$ cat config.mk
export PLATFORM = sky130hd
export DESIGN_NAME = vid_mode_latch_current_balance
export DESIGN_NICKNAME = d
export VERILOG_FILES = /design/src/rtl/vml_pkg.sv /design/src/rtl/vid_mode_latch_current_balance.sv /design/src/rtl/balance_channel.sv
export SDC_FILE = /design/constraint.sdc
export NUM_CORES = 1
export LEC_CHECK = 0
export ABC_AREA = 1
export BUFFER_PORTS_ARGS = -buffer_cell sky130_fd_sc_hd__buf_2
export CAP_MARGIN = 20
export CORE_ASPECT_RATIO = 1.4
export CORE_UTILIZATION = 60
export CTS_BUF_LIST = sky130_fd_sc_hd__clkbuf_8
export DETAILED_ROUTE_END_ITERATION = 8
export PLACE_DENSITY = 0.8
export SLEW_MARGIN = 40
export SYNTH_ARGS = -nofsm -noshare
export SYNTH_HDL_FRONTEND = slang
export SYNTH_HIERARCHICAL = 1
export SYNTH_SLANG_ARGS = --single-unit
$ cat constraint.sdc
create_clock -name clock_i -period 30.2 [get_ports clock_i]
set_input_delay 3.02 -clock clock_i [delete_from_list [all_inputs] [get_ports clock_i]]
set_output_delay 3.02 -clock clock_i [all_outputs]
set_load 0.005 [all_outputs]
$ cat src/rtl/vml_pkg.sv
// package: shared constants and carrier types for the mode latch and current balance block
// assumes a 100 MHz system clock and unsigned sampled channel currents
`default_nettype none
package vml_pkg;
	localparam int CLOCK_MHZ = 100;
	localparam int SETUP_NS = 1000;
	localparam int SETUP_CYCLES = (SETUP_NS * CLOCK_MHZ + 999) / 1000;
	localparam int MAX_CHANNELS = 4;
	localparam int CURRENT_W = 12;
	localparam int PULSE_W = 12;
	localparam int ERROR_W = CURRENT_W + 1;
	localparam int FILTER_SHIFT = 2;
	localparam logic [2:0] CHANNELS_MIN = 3'h1;
	localparam logic [2:0] CHANNELS_MAX = 3'h4;

	typedef enum logic [1:0] {
		MODE_NONE = 2'h0,
		MODE_SERIAL = 2'h1,
		MODE_PARALLEL = 2'h3
	} op_mode_t;

	typedef enum logic [1:0] {
		ST_DISABLED = 2'h0,
		ST_ENABLED = 2'h1
	} en_state_t;

	typedef struct packed {
		logic core_enable;
		logic bridge_enable;
		logic serial_code_mode;
		logic parallel_code_mode;
		logic mode_latched;
	} regulator_ctrl_t;

	typedef struct packed {
		logic active;
		logic signed [ERROR_W-1:0] balance_error;
		logic [PULSE_W-1:0] pulse_width;
	} channel_out_t;
endpackage : vml_pkg
`default_nettype wire

$ cat src/rtl/vid_mode_latch_current_balance.sv
// vid_mode_latch_current_balance: operating-mode latch, regulator enables and channel current balance
// assumes enable and mode select are asynchronous pins; samples arrive on the system clock with a cycle strobe
//
// Overview of operation
// - enable low keeps core and bridge regulators disabled
// - while enable low, mode select is sampled continuously, nothing latched
// - mode select captured into the mode latch on enable rising edge
// - mode select low at capture selects serial code operation
// - mode select high at capture selects parallel code operation
// - every active channel sampled once each switching cycle
// - cycle average is sum of active samples over active count
// - each channel error is sample minus average, filtered, adjusts pulse width
// - each active channel corrected by its own filtered error, driving errors to zero
// - per-channel path replicated; inactive channels' paths held inactive
// - active count from detection straps, one to four channels
`default_nettype none
module vid_mode_latch_current_balance #(
	parameter int CHANNELS = vml_pkg::MAX_CHANNELS,
	parameter int CURRENT_W = vml_pkg::CURRENT_W,
	parameter int PULSE_W = vml_pkg::PULSE_W
) (
	input wire logic clock_i,
	input wire logic rstn_i,
	input wire logic enable_i,
	input wire logic mode_select_pin_i,
	input wire logic [CHANNELS-2:0] channel_unused_strap_i,
	input wire logic cycle_start_i,
	input wire logic [CHANNELS*CURRENT_W-1:0] sensed_channel_current_i,
	input wire logic [PULSE_W-1:0] error_amp_output_i,
	output vml_pkg::regulator_ctrl_t regulator_ctrl_o,
	output logic [2:0] active_count_o,
	output logic [CURRENT_W-1:0] cycle_average_current_o,
	output vml_pkg::channel_out_t [CHANNELS-1:0] channel_o
);
	////////////////////////////////////////////////////////////////////////////
	// pin synchronisers
	logic [1:0] enable_sync;
	logic [1:0] select_sync;
	logic [CHANNELS-2:0] strap_meta;
	logic [CHANNELS-2:0] strap_sync;

	always_ff @(posedge clock_i or negedge rstn_i) begin
		if (!rstn_i) begin
			enable_sync <= 2'h0;
			select_sync <= 2'h0;
			strap_meta <= '0;
			strap_sync <= '0;
		end else begin
			enable_sync <= {enable_sync[0], enable_i};
			select_sync <= {select_sync[0], mode_select_pin_i};
			strap_meta <= channel_unused_strap_i;
			strap_sync <= strap_meta;
		end
	end

	wire enable_level = enable_sync[1];
	wire select_level = select_sync[1];

	////////////////////////////////////////////////////////////////////////////
	// enable state and mode latch
	vml_pkg::en_state_t state;
	vml_pkg::en_state_t next_state;
	vml_pkg::op_mode_t mode;
	vml_pkg::op_mode_t next_mode;

	wire enable_rise = (state == vml_pkg::ST_DISABLED) && enable_level;
	wire captured_mode_is_parallel = select_level;

	always_comb begin
		next_state = state;
		case (state)
			vml_pkg::ST_DISABLED: begin
				if (enable_level) begin
					next_state = vml_pkg::ST_ENABLED;
				end
			end
			vml_pkg::ST_ENABLED: begin
				if (!enable_level) begin
					next_state = vml_pkg::ST_DISABLED;
				end
			end
			default: begin
				next_state = vml_pkg::ST_DISABLED;
			end
		endcase
	end

	always_comb begin
		next_mode = mode;
		if (enable_rise) begin
			next_mode = captured_mode_is_parallel ? vml_pkg::MODE_PARALLEL : vml_pkg::MODE_SERIAL;
		end
	end

	always_ff @(posedge clock_i or negedge rstn_i) begin
		if (!rstn_i) begin
			state <= vml_pkg::ST_DISABLED;
			mode <= vml_pkg::MODE_NONE;
		end else begin
			state <= next_state;
			mode <= next_mode;
		end
	end

	wire running = (state == vml_pkg::ST_ENABLED) && enable_level;

	always_ff @(posedge clock_i or negedge rstn_i) begin
		if (!rstn_i) begin
			regulator_ctrl_o <= '0;
		end else begin
			regulator_ctrl_o.core_enable <= running && (next_mode != vml_pkg::MODE_NONE);
			regulator_ctrl_o.bridge_enable <= running && (next_mode == vml_pkg::MODE_SERIAL);
			regulator_ctrl_o.serial_code_mode <= (next_mode == vml_pkg::MODE_SERIAL);
			regulator_ctrl_o.parallel_code_mode <= (next_mode == vml_pkg::MODE_PARALLEL);
			regulator_ctrl_o.mode_latched <= (next_mode != vml_pkg::MODE_NONE);
		end
	end

	////////////////////////////////////////////////////////////////////////////
	// active channel count from straps; a strap high removes that channel and all above
	logic [2:0] active_count;
	logic [CHANNELS-1:0] active_mask;

	always_comb begin
		active_count = vml_pkg::CHANNELS_MIN;
		for (int i = 0; i < CHANNELS - 1; i++) begin
			if (!strap_sync[i] && (active_count == 3'(i + 1))) begin
				active_count = 3'(i + 2);
			end
		end
		if (active_count > vml_pkg::CHANNELS_MAX) begin
			active_count = vml_pkg::CHANNELS_MAX;
		end
	end

	always_comb begin
		for (int i = 0; i < CHANNELS; i++) begin
			active_mask[i] = running && (3'(i) < active_count);
		end
	end

	always_ff @(posedge clock_i or negedge rstn_i) begin
		if (!rstn_i) begin
			active_count_o <= vml_pkg::CHANNELS_MIN;
		end else begin
			active_count_o <= active_count;
		end
	end

	////////////////////////////////////////////////////////////////////////////
	// per-cycle sample capture and average
	logic [CHANNELS*CURRENT_W-1:0] samples;
	logic [CURRENT_W+2:0] sample_sum;
	logic [CURRENT_W+2:0] average_wide;
	logic sample_valid;

	always_ff @(posedge clock_i or negedge rstn_i) begin
		if (!rstn_i) begin
			samples <= '0;
			sample_valid <= 1'b0;
		end else begin
			sample_valid <= cycle_start_i && running;
			if (cycle_start_i) begin
				samples <= sensed_channel_current_i;
			end
		end
	end

	always_comb begin
		sample_sum = '0;
		for (int i = 0; i < CHANNELS; i++) begin
			if (active_mask[i]) begin
				sample_sum = sample_sum + (CURRENT_W+3)'(samples[i*CURRENT_W +: CURRENT_W]);
			end
		end
	end

	assign average_wide = (active_count == 3'h0) ? '0 : sample_sum / (CURRENT_W+3)'(active_count);

	always_ff @(posedge clock_i or negedge rstn_i) begin
		if (!rstn_i) begin
			cycle_average_current_o <= '0;
		end else if (sample_valid) begin
			cycle_average_current_o <= average_wide[CURRENT_W-1:0];
		end
	end

	logic balance_strobe;
	always_ff @(posedge clock_i or negedge rstn_i) begin
		if (!rstn_i) begin
			balance_strobe <= 1'b0;
		end else begin
			balance_strobe <= sample_valid;
		end
	end

	////////////////////////////////////////////////////////////////////////////
	// replicated balance paths
	logic signed [vml_pkg::ERROR_W-1:0] chan_error [CHANNELS];
	logic [PULSE_W-1:0] chan_pulse [CHANNELS];
	logic [CHANNELS-1:0] chan_active;

	for (genvar g = 0; g < CHANNELS; g++) begin : gen_channel
		balance_channel #(
			.CURRENT_W(CURRENT_W),
			.PULSE_W(PULSE_W),
			.ERROR_W(vml_pkg::ERROR_W)
		) u_channel (
			.clock_i(clock_i),
			.rstn_i(rstn_i),
			.active_i(active_mask[g]),
			.sample_i(balance_strobe),
			.sensed_channel_current_i(samples[g*CURRENT_W +: CURRENT_W]),
			.cycle_average_current_i(cycle_average_current_o),
			.error_amp_output_i(error_amp_output_i),
			.balance_error_o(chan_error[g]),
			.pulse_width_o(chan_pulse[g])
		);
	end

	always_ff @(posedge clock_i or negedge rstn_i) begin
		if (!rstn_i) begin
			chan_active <= '0;
		end else begin
			chan_active <= active_mask;
		end
	end

	always_comb begin
		for (int i = 0; i < CHANNELS; i++) begin
			channel_o[i].active = chan_active[i];
			channel_o[i].balance_error = chan_error[i];
			channel_o[i].pulse_width = chan_pulse[i];
		end
	end
endmodule : vid_mode_latch_current_balance
`default_nettype wire

$ cat src/rtl/balance_channel.sv
// balance_channel: one channel's error filter and corrected pulse width
// assumes the sample strobe comes from the same clock domain
`default_nettype none
module balance_channel #(
	parameter int CURRENT_W = vml_pkg::CURRENT_W,
	parameter int PULSE_W = vml_pkg::PULSE_W,
	parameter int ERROR_W = vml_pkg::ERROR_W
) (
	input wire logic clock_i,
	input wire logic rstn_i,
	input wire logic active_i,
	input wire logic sample_i,
	input wire logic [CURRENT_W-1:0] sensed_channel_current_i,
	input wire logic [CURRENT_W-1:0] cycle_average_current_i,
	input wire logic [PULSE_W-1:0] error_amp_output_i,
	output logic signed [ERROR_W-1:0] balance_error_o,
	output logic [PULSE_W-1:0] pulse_width_o
);
	logic signed [ERROR_W-1:0] raw_error;
	logic signed [ERROR_W+1:0] filtered;
	logic signed [ERROR_W+1:0] next_filtered;
	logic signed [ERROR_W+1:0] corrected;
	logic [PULSE_W-1:0] next_pulse;

	// positive error means this channel carries more than the average
	assign raw_error = $signed({1'b0, sensed_channel_current_i}) - $signed({1'b0, cycle_average_current_i});
	assign next_filtered = filtered + ((($signed({{2{raw_error[ERROR_W-1]}}, raw_error})) - filtered)
		>>> vml_pkg::FILTER_SHIFT);
	// a channel above average gets a shorter pulse
	assign corrected = $signed((ERROR_W+2)'(error_amp_output_i)) - filtered;
	// clamp to the pulse range: below zero gives no pulse, above full scale gives full scale
	assign next_pulse = corrected[ERROR_W+1] ? '0 :
		((|corrected[ERROR_W:PULSE_W]) ? {PULSE_W{1'b1}} : corrected[PULSE_W-1:0]);

	always_ff @(posedge clock_i or negedge rstn_i) begin
		if (!rstn_i) begin
			filtered <= '0;
			balance_error_o <= '0;
			pulse_width_o <= '0;
		end else if (!active_i) begin
			filtered <= '0;
			balance_error_o <= '0;
			pulse_width_o <= '0;
		end else if (sample_i) begin
			filtered <= next_filtered;
			balance_error_o <= raw_error;
			pulse_width_o <= next_pulse;
		end
	end
endmodule : balance_channel
`default_nettype wire

# Word level (Yosys, flattened, before mapping)
# Index checks and enable logic that the tools add are counted.
op_classes:
  add_sub_neg: 19
  muxes: 46
  n_lt_le_gt_ge: 5
  div: 1
  n_eq_ne: 11
  n_reduce_logical: 21
ops:
  columns: ["cell", "count"]
  rows:
  - ["$mux W12", 18]
  - ["$mux W15", 11]
  - ["$sub A13 B15 Y15", 8]
  - ["$mux W13", 8]
  - ["$add A15 B13 Y15", 4]
  - ["$sub A12 B12 Y13", 4]
  - ["$add A15 B12 Y15", 2]
  - ["$div A15 B3 Y15", 1]
  - ["$add A12 B12 Y13", 1]
  - ["$ne A2 B2 Y1 const B", 6]
  - ["$logic_and A1 B1 Y1", 11]
  - ["$mux W2", 5]
  - ["$mux W3", 3]
  - ["$reduce_or A2 Y1", 4]
  - ["$eq A3 B2 Y1 const B", 2]
  - ["$lt A1 B3 Y1 const A", 2]
  - ["$lt A2 B3 Y1 const A", 2]
  - ["$eq A2 B1 Y1 const B", 2]
  - ["$pmux W2 S2", 1]
  - ["$gt A3 B3 Y1 const B", 1]
  - ["$logic_not A3 Y1", 1]
  - ["$eq A2 B2 Y1 const B", 1]
  - ["$logic_not A1 Y1", 2]
  - ["$logic_not A2 Y1", 1]
  - ["other kinds (2)", 2]
word_totals:
  wordCells: 132
  register_bits: 248

# Depth between registers and ports, before layout
# Gate-level depths: netlist (run 1).
logic_depth:
  depth_word: 20
  depth_mapped: 176
  mapped_depth_nobuf: 173

# Hierarchy
# The synthesis (run 1) kept the hierarchy.
by_module_without_submodules:
  columns: ["module", "seq_area_each_um2", "n_inst", "cells_per_inst", "area_per_inst_um2"]
  rows:
  - ["balance_channel", 1001.0, 4, 582, 4083.9]
  - ["vid_mode_latch_current_balance", 2178.3, 1, 1382, 9507.9]

# Worst setup path after synthesis (run 1)
# Ideal clock, no wire load.
synth_path:
  path_type: "flip-flop to flip-flop"
  startpoint: "register state[0]"
  endpoint: "register cycle_average_current_o[0]"
  arrival_ns: 22.218
  setup_time_ns: 0.117
  slack_ns: 7.865
  n_path_buf: 3
  synth_period_minus_slack_ns: 22.335
  stages_incl_launch_ff: 170
  required_ns: 30.083
  path_cell_list: "dfrtp_1 ha_1 buf_6 buf_2 nand2_1 inv_1 ha_1 nand2_1 nand2_1 nand2_1 nand2_1 nand2_1 nand3_1 nand3_1 nand2_1 nand3_1 nand3_1 xor2_1 (+134 left out) a21oi_1 nor2_1 nor2_1 nand4_2 inv_2 nand3_4 inv_1 nand2_1 o21ai_0 ha_1 a211oi_1 o211ai_1 a21oi_1 nand3_1 nor2_1 nand3_1 nor2_1 nor2_1"
synth_via:
  elab_chain_len: 12
  word_cells_on_any_way: 15
  classes_between: "add/sub (3); div (1); eq/ne (1); mux (5); reduce/logical (5)"
synth_lines:
  columns: ["item", "line", "rtl"]
  rows:
  - ["from (decl)", "vid_mode_latch_current_balance.sv:61", "vml_pkg::en_state_t state;"]
  - ["from (signal assigned)", "vid_mode_latch_current_balance.sv:97", "state <= vml_pkg::ST_DISABLED;"]
  - ["from (signal assigned)", "vid_mode_latch_current_balance.sv:100", "state <= next_state;"]
  - ["$eq A2 B1 Y1 *", "vid_mode_latch_current_balance.sv:105", "wire running = (state == vml_pkg::ST_ENABLED) && enable_level;"]
  - ["$logic_and A1 B1 Y1 *", "vid_mode_latch_current_balance.sv:105", null]
  - ["$logic_and A1 B1 Y1", "vid_mode_latch_current_balance.sv:138", "active_mask[i] = running && (3'(i) < active_count);"]
  - ["$mux W12", "vid_mode_latch_current_balance.sv:172", "if (active_mask[i]) begin"]
  - ["$add A12 B12 Y13", "vid_mode_latch_current_balance.sv:173", "sample_sum = sample_sum + (CURRENT_W+3)'(samples[i*CURRENT_W +: CURRENT_W]);"]
  - ["$mux W15", "vid_mode_latch_current_balance.sv:172", null]
  - ["$add A15 B12 Y15", "vid_mode_latch_current_balance.sv:173", null]
  - ["$mux W15", "vid_mode_latch_current_balance.sv:172", null]
  - ["$add A15 B12 Y15", "vid_mode_latch_current_balance.sv:173", null]
  - ["$mux W15 *", "vid_mode_latch_current_balance.sv:172", null]
  - ["$div A15 B3 Y15 *", "vid_mode_latch_current_balance.sv:178", "assign average_wide = (active_count == 3'h0) ? '0 : sample_sum / (CURRENT_W+3)'(active_count);"]
  - ["$mux W12 *", "vid_mode_latch_current_balance.sv:178", null]
  - ["to (signal assigned)", "vid_mode_latch_current_balance.sv:184", "cycle_average_current_o <= average_wide[CURRENT_W-1:0];"]
  - ["to (decl)", "vid_mode_latch_current_balance.sv:32", "output logic [CURRENT_W-1:0] cycle_average_current_o,"]
# Mark *: on every way between the ends. The rest lies on a longest branch, timed or not.
# A chain may end at the register's enable or synchronous reset.

# Final worst setup path (run 1)
# Same ends and word-level chain as after synthesis.

==> results of run 1 <==
cells by family after synthesis:
group / count (synthesis) / synth area share [%]
compound gates: 673 / 14.9
xor+xnor: 188 / 6.49
fa+ha+maj: 297 / 14.8
buf+inv: 653 / 9.90
flops: 247 / 23.9
mux: 41 / 1.79
simple gates: 1611 / 28.2
registers in the layout, indices dropped and copies added (netlist names):
register / flops
active_count_o: 3
balance_strobe: 1
chan_active: 4
cycle_average_current_o: 12
enable_sync: 2
gen_channel.u_channel/balance_error_o: 52
gen_channel.u_channel/filtered: 60
gen_channel.u_channel/pulse_width_o: 48
mode: 2
regulator_ctrl_o: 5
sample_valid: 1
samples: 48
select_sync: 2
state: 1
strap_meta: 3
strap_sync: 3
cell usage after synthesis (12+ instances only):
| master | n |
|---|---|
| a21o_1 | 17 |
| xor2_1 | 113 |
| nand2_2 | 49 |
| dfrtp_1 | 246 |
| nand3_1 | 239 |
| mux2_2 | 41 |
| nand3b_1 | 15 |
| xnor2_1 | 71 |
| o22ai_1 | 23 |
| nor2_2 | 26 |
| a31oi_1 | 17 |
| o21ai_1 | 46 |
| nor3_1 | 24 |
| inv_2 | 36 |
| o21ai_0 | 214 |
| nand3_2 | 30 |
| nand4_1 | 64 |
| o21bai_1 | 35 |
| clkinv_1 | 13 |
| inv_1 | 554 |
| clkbuf_1 | 30 |
| a22o_1 | 20 |
| nor2_1 | 177 |
| ha_1 | 282 |
| fa_1 | 15 |
| nand2_1 | 939 |
| nor2_4 | 12 |
| a21oi_1 | 240 |
per-stage QoR:
step / instances / setup slack, ps
floorplan: 3710 / 7870
finish: 4479 / 4720
CTS: 4478 / 4570
global placement: 4409 / 5770
global route: 4479 / 1810
detailed placement: 4409 / 4630
routing by layer:
| layer | global-route usage, % | vias up | routed length [µm] |
|---|---|---|---|
| met5 | 0 | - | 29 |
| met4 | 22.2 | 4 | 5050 |
| met3 | 3.86 | 244 | 4010 |
| met2 | 59.7 | 825 | 36200 |
| met1 | 37.4 | 11700 | 28900 |
| li1 | - | 12600 | - |
worst register-to-register path: cells and delay by family, from the launching register on:
kind,cells,cell delay (ps)
AND/OR/NAND/NOR,76,9590
flip-flops,1,380
adder cells (fa/ha/maj),20,6110
XOR/XNOR,1,210
buffers and inverters,28,2810
AO/OA/AOI/OAI,37,6280
cell type report:
type	count	area (µm²)
clock inverter	21	173
sequential	247	6180
antenna	1	2.50
multi-input combinational	2810	17100
clock buffer	48	661
fill	3870	14200
tap	546	683
inverter	603	2260
timing repair buffer	203	1060
worst paths after layout:
path,startpoint,to,slack (ps),depth (start not counted)
worst max register to register,state[0]$_DFFE_PN0P_,cycle_average_current_o[0]$_DFFE_PN0P_,4720,162
max in group asynchronous,rstn_i,gen_channel[3].u_channel/balance_error_o[9]$_DFFE_PN0P_,26670,2
worst max-delay path,state[0]$_DFFE_PN0P_,cycle_average_current_o[0]$_DFFE_PN0P_,4720,162
worst min-delay path,select_sync[0]$_DFF_PN0_,select_sync[1]$_DFF_PN0_,350,0
min in group asynchronous,rstn_i,gen_channel[1].u_channel/filtered[9]$_DFFE_PN0P_,2390,1
worst min register to register,select_sync[0]$_DFF_PN0_,select_sync[1]$_DFF_PN0_,350,0
==> results.yml, run 1 <==
sta:
  max_freq_ghz: 0.0392
  rsz0062_at_grt: "false"
  relSlewSlack_pct: 49.9
  hold_viol: 0
  period_needed_ps: 25480
  timing.final.max_slew_violations: 0
  fin_hold_ws_ps: 350
  setup_viol: 0
  worst_slew_pin_slew_ps: 749
  min_period_over_period_pct: 84.4
  skew_ps: 29.0
  fin_tns_setup_ps: 0
min_path:
  holdCritPathClass: "reg -> reg"
synthesis:
  synth_edf_count: 0
  async_flop_share_pct: 100
  ys_ff_latch: 247
  netlist_area_um2: 25800
  ys_seq_area_share_pct: 23.9
  avgSynthCellArea_um2: 6.97
  ys_types: 58
  synth_top_area_share_pct: 23.8
  yosysWarnings: 6
  yosysTopAreaCell: "dfrtp_1"
  yosys-top-cells-area: "dfrtp_1, ha_1, nand2_1, inv_1, a21oi_1"
  synthFlopType: "dfrtp_1"
  syn-num-nets: 4075
  syn_inst: 3710
clocking:
  cts_hold_buf: 0
  cts_root_buffer: "clkbuf_8"
  path_clk_slew_ps: 60
  cts.repair.resized: 0
  cts_setup_buffers: 0
  clock_sinks: 247
  clock_path_buffers: 3
  numCtsBuffers: 40
  clkLatencyLatePin_ps: 600
  cts_tree: "yes"
  htree_levels: 2
floorplanning:
  fp.dieH_um: 248
  dieArea_um2: 43900
  std_cell_rows: 89
  initial_core_util_pct: 61.1
  fp.coreArea_um2: 42300
  io_pins: 192
  die_w_um: 177
finish:
  mostFrequentLayoutCells: "nand2_1, inv_1, ha_1, dfrtp_1, a21oi_1"
  final_core_util_pct: 66.5
  fin_area_um2: 28100
  nets: 4270
  areaGrowthSynthToFinish_pct: 8.90
  final_common_cell: "nand2_1"
  drive_above_1_share_pct: 13.0
routing:
  final_antenna_net_count: 0
  first_pass_iters: 7
  drc_errors: 0
  avgRoutedWirePerCell_um: 16.6
  drt_iter0_markers: 1798
  routed_wl_mm: 74.2
  vias: 25400
  vias_per_cell: 5.67
setup_path:
  path_common_cell: "nand2_1"
  worst-path-buf-inv: 28
  crit_path_end_kind: "flip-flop"
  worstSetupPathType: "reg -> reg"
  cpPeakStageDelay_ps: 470
  worstSetupStartpointType: "flip-flop"
  crit_family: "simple AND/OR/NAND/NOR gates"
  worstPathMaxFanout: 20
  crit_slowest_cell: "ha_2"
  arrival_ps: 25940
  required_ps: 30660
run_status:
  status: "finished, final reports clean"
place:
  io_buffers: 191
  place.gp.congestion: 0.993
  placed_cell_area_um2: 27300
  dp_hpwl_mm: 58.9
grt:
  grt_pass1_vias: 24100
  grt_start_max_net_pins: 71
  track_usage_pct: 33.5
  grt_pass1_wl_mm: 117
  grt-ovfl-total: 0
  antenna_found_initial: 3
job:
  cap_violations: 0
Power of run 1 is left out: the tool's default activity adds up to more than one toggle a clock period on the data nets, which glitch-free logic cannot reach.
==> run 2, diff against run 1 <==
- CORE_UTILIZATION: 60 -> 58
- clock period: 30.2 -> 21.7 ns (I/O delays scaled with it)
==> run 2 against run 1 <==
Effect of this change: fmax increased by 24%; via count grew 2.0%; cell count grew 2.9%; clock-buffer cell count increased by 5; critical path depth grew 2; die area grew 3.4%; first-iteration DRC count increased by 6.7%; routed wire length up 4.6%; flip-flop and latch count unchanged; global-route usage fell by 0.52 points; non-clock buffer count rose by 110; register-to-register slack worse by 3500 ps; critical path type unchanged.
==> results.yml, run 2 (synthesis gave the netlist of run 1 again) <==
run_status:
  status: "finished, final reports clean"
finish:
  areaGrowthSynthToFinish_pct: 14.4
  fin_cells: 4610
  reg.largest.list: "gen_channel.u_channel/filtered: 60 flops, gen_channel.u_channel/balance_error_o: 52 flops"
  largest_reg_flops: 60
  mostFrequentLayoutCells: "nand2_1, inv_1, ha_1, dfrtp_1, nand3_1"
  final_common_cell: "nand2_1"
  drive_above_1_share_pct: 17.8
  top_register: "gen_channel.u_channel/filtered"
  nets: 4383
clocking:
  cts_tree: "yes"
  clkLatencyLatePin_ps: 610
  path_clk_slew_ps: 70
  numCtsBuffers: 43
  cts_hold_buf: 0
  clock_path_buffers: 3
  cts_root_buffer: "clkbuf_8"
  clock_sinks: 247
  htree_levels: 2
setup_path:
  cpPeakStageDelay_ps: 410
  worstPathMaxFanout: 7
  arrival_ps: 21000
  crit_path_end_kind: "flip-flop"
  worstSetupPathType: "reg -> reg"
  worstRegToRegCells: 164
  crit_slowest_cell: "dfrtp_1"
  r2r_slack_ps: 1190
  r2r_start: "state[0]$_DFFE_PN0P_"
  timing.rr.end: "cycle_average_current_o[0]$_DFFE_PN0P_"
  critPathLaunch: "state[0]$_DFFE_PN0P_"
  path_common_cell: "nand2_1"
  worstSetupStartpointType: "flip-flop"
  required_ps: 22190
sta:
  max_freq_ghz: 0.0488
  hold_viol: 0
  relSlewSlack_pct: 44.2
  period_needed_ps: 20510
  timing.final.max_slew_violations: 0
  worst_slew_pin_slew_ps: 836
  skew_ps: 27.2
  min_period_over_period_pct: 94.5
  setup_viol: 0
grt:
  grt_start_max_net_pins: 76
  antenna_found_initial: 1
  grt_pass1_vias: 24700
  grt-ovfl-total: 0
  grt_pass1_wl_mm: 120
  track_usage_pct: 33.0
floorplanning:
  die_w_um: 180
  std_cell_rows: 91
  fp.coreArea_um2: 44100
  io_pins: 192
  fp.dieH_um: 252
  initial_core_util_pct: 58.7
  dieArea_um2: 45400
job:
  cap_violations: 0
place:
  placed_cells: 4478
  place.gp.congestion: 0.982
  io_buffers: 191
  dp_hpwl_mm: 60.2
routing:
  vias_per_cell: 5.62
  drc_errors: 0
  first_pass_iters: 7
  vias: 25900
  final_antenna_net_count: 0
  avgRoutedWirePerCell_um: 16.8
  drt_iter0_markers: 1918
  routed_wl_mm: 77.6
min_path:
  min_to: "strap_sync[1]$_DFF_PN0_"
  min_from: "strap_meta[1]$_DFF_PN0_"
  holdCritPathClass: "reg -> reg"
  hold_depth: 0
[run 2: stage by stage]
step	worst slack [ps]	utilization, %	cell area (µm²)	TNS (ps)	hold slack (ps)
2_1_floorplan	27.9	-	25900	0	331
4_1_cts	12.3	65.4	28800	0	346
6_report	1190	67.1	29600	0	346
3_5_place_dp	-940	63.1	27800	-940	337
5_1_grt	-558	67.1	29600	-558	349
3_3_place_gp	0.490	63.0	27800	0	336
[run 2: timing repair]
item,CTS,global route
resized for setup,15,106
buffers inserted,9,44
endpoints found under the hold margin,0,0
pin swaps,10,69
endpoints found under the setup margin,1,2
[run 2: worst max-delay path by stage]
stage               cells after the start                                     end  slack (ps)
floorplan                             168  cycle_average_current_o[0]$_DFFE_PN0P_          30
global placement                      162  cycle_average_current_o[0]$_DFFE_PN0P_         0.5
detailed placement                    161  cycle_average_current_o[0]$_DFFE_PN0P_        -940
CTS                                   164  cycle_average_current_o[0]$_DFFE_PN0P_          10
global route                          165  cycle_average_current_o[0]$_DFFE_PN0P_        -560
finish                                164  cycle_average_current_o[0]$_DFFE_PN0P_        1190
[run 2: critical path: cells and delay by family (launching register included)]
family                     cells  cell delay, ps
buffers and inverters         34            2830
DFF                            1             410
AOI/OAI and AO/OA             36            4160
xor gates and xnor gates       1             190
adders and majority gates     19            4980
and+or+nand+nor               74            7820
[run 2: per-layer routing]
layer	up-vias	part of all wire (%)	global-route usage [%]
met3	221	5.7	4.47
met2	819	50	60.9
met5	-	0	0
met1	12000	38	35.9
met4	0	6.0	19.6
li1	12800	-	-
[run 2: final cells by class]
cell class                      count  area, µm²
Tap cell                          558        698
Fill cell                        3907      14500
Clock buffer                       53        729
Clock inverter                     24        205
Inverter                          603       2280
Timing Repair Buffer              313       1910
Antenna cell                        2       5.00
Sequential cell                   247       6180
Multi-Input combinational cell   2810      17500
Power of run 2 is left out for the same reason.
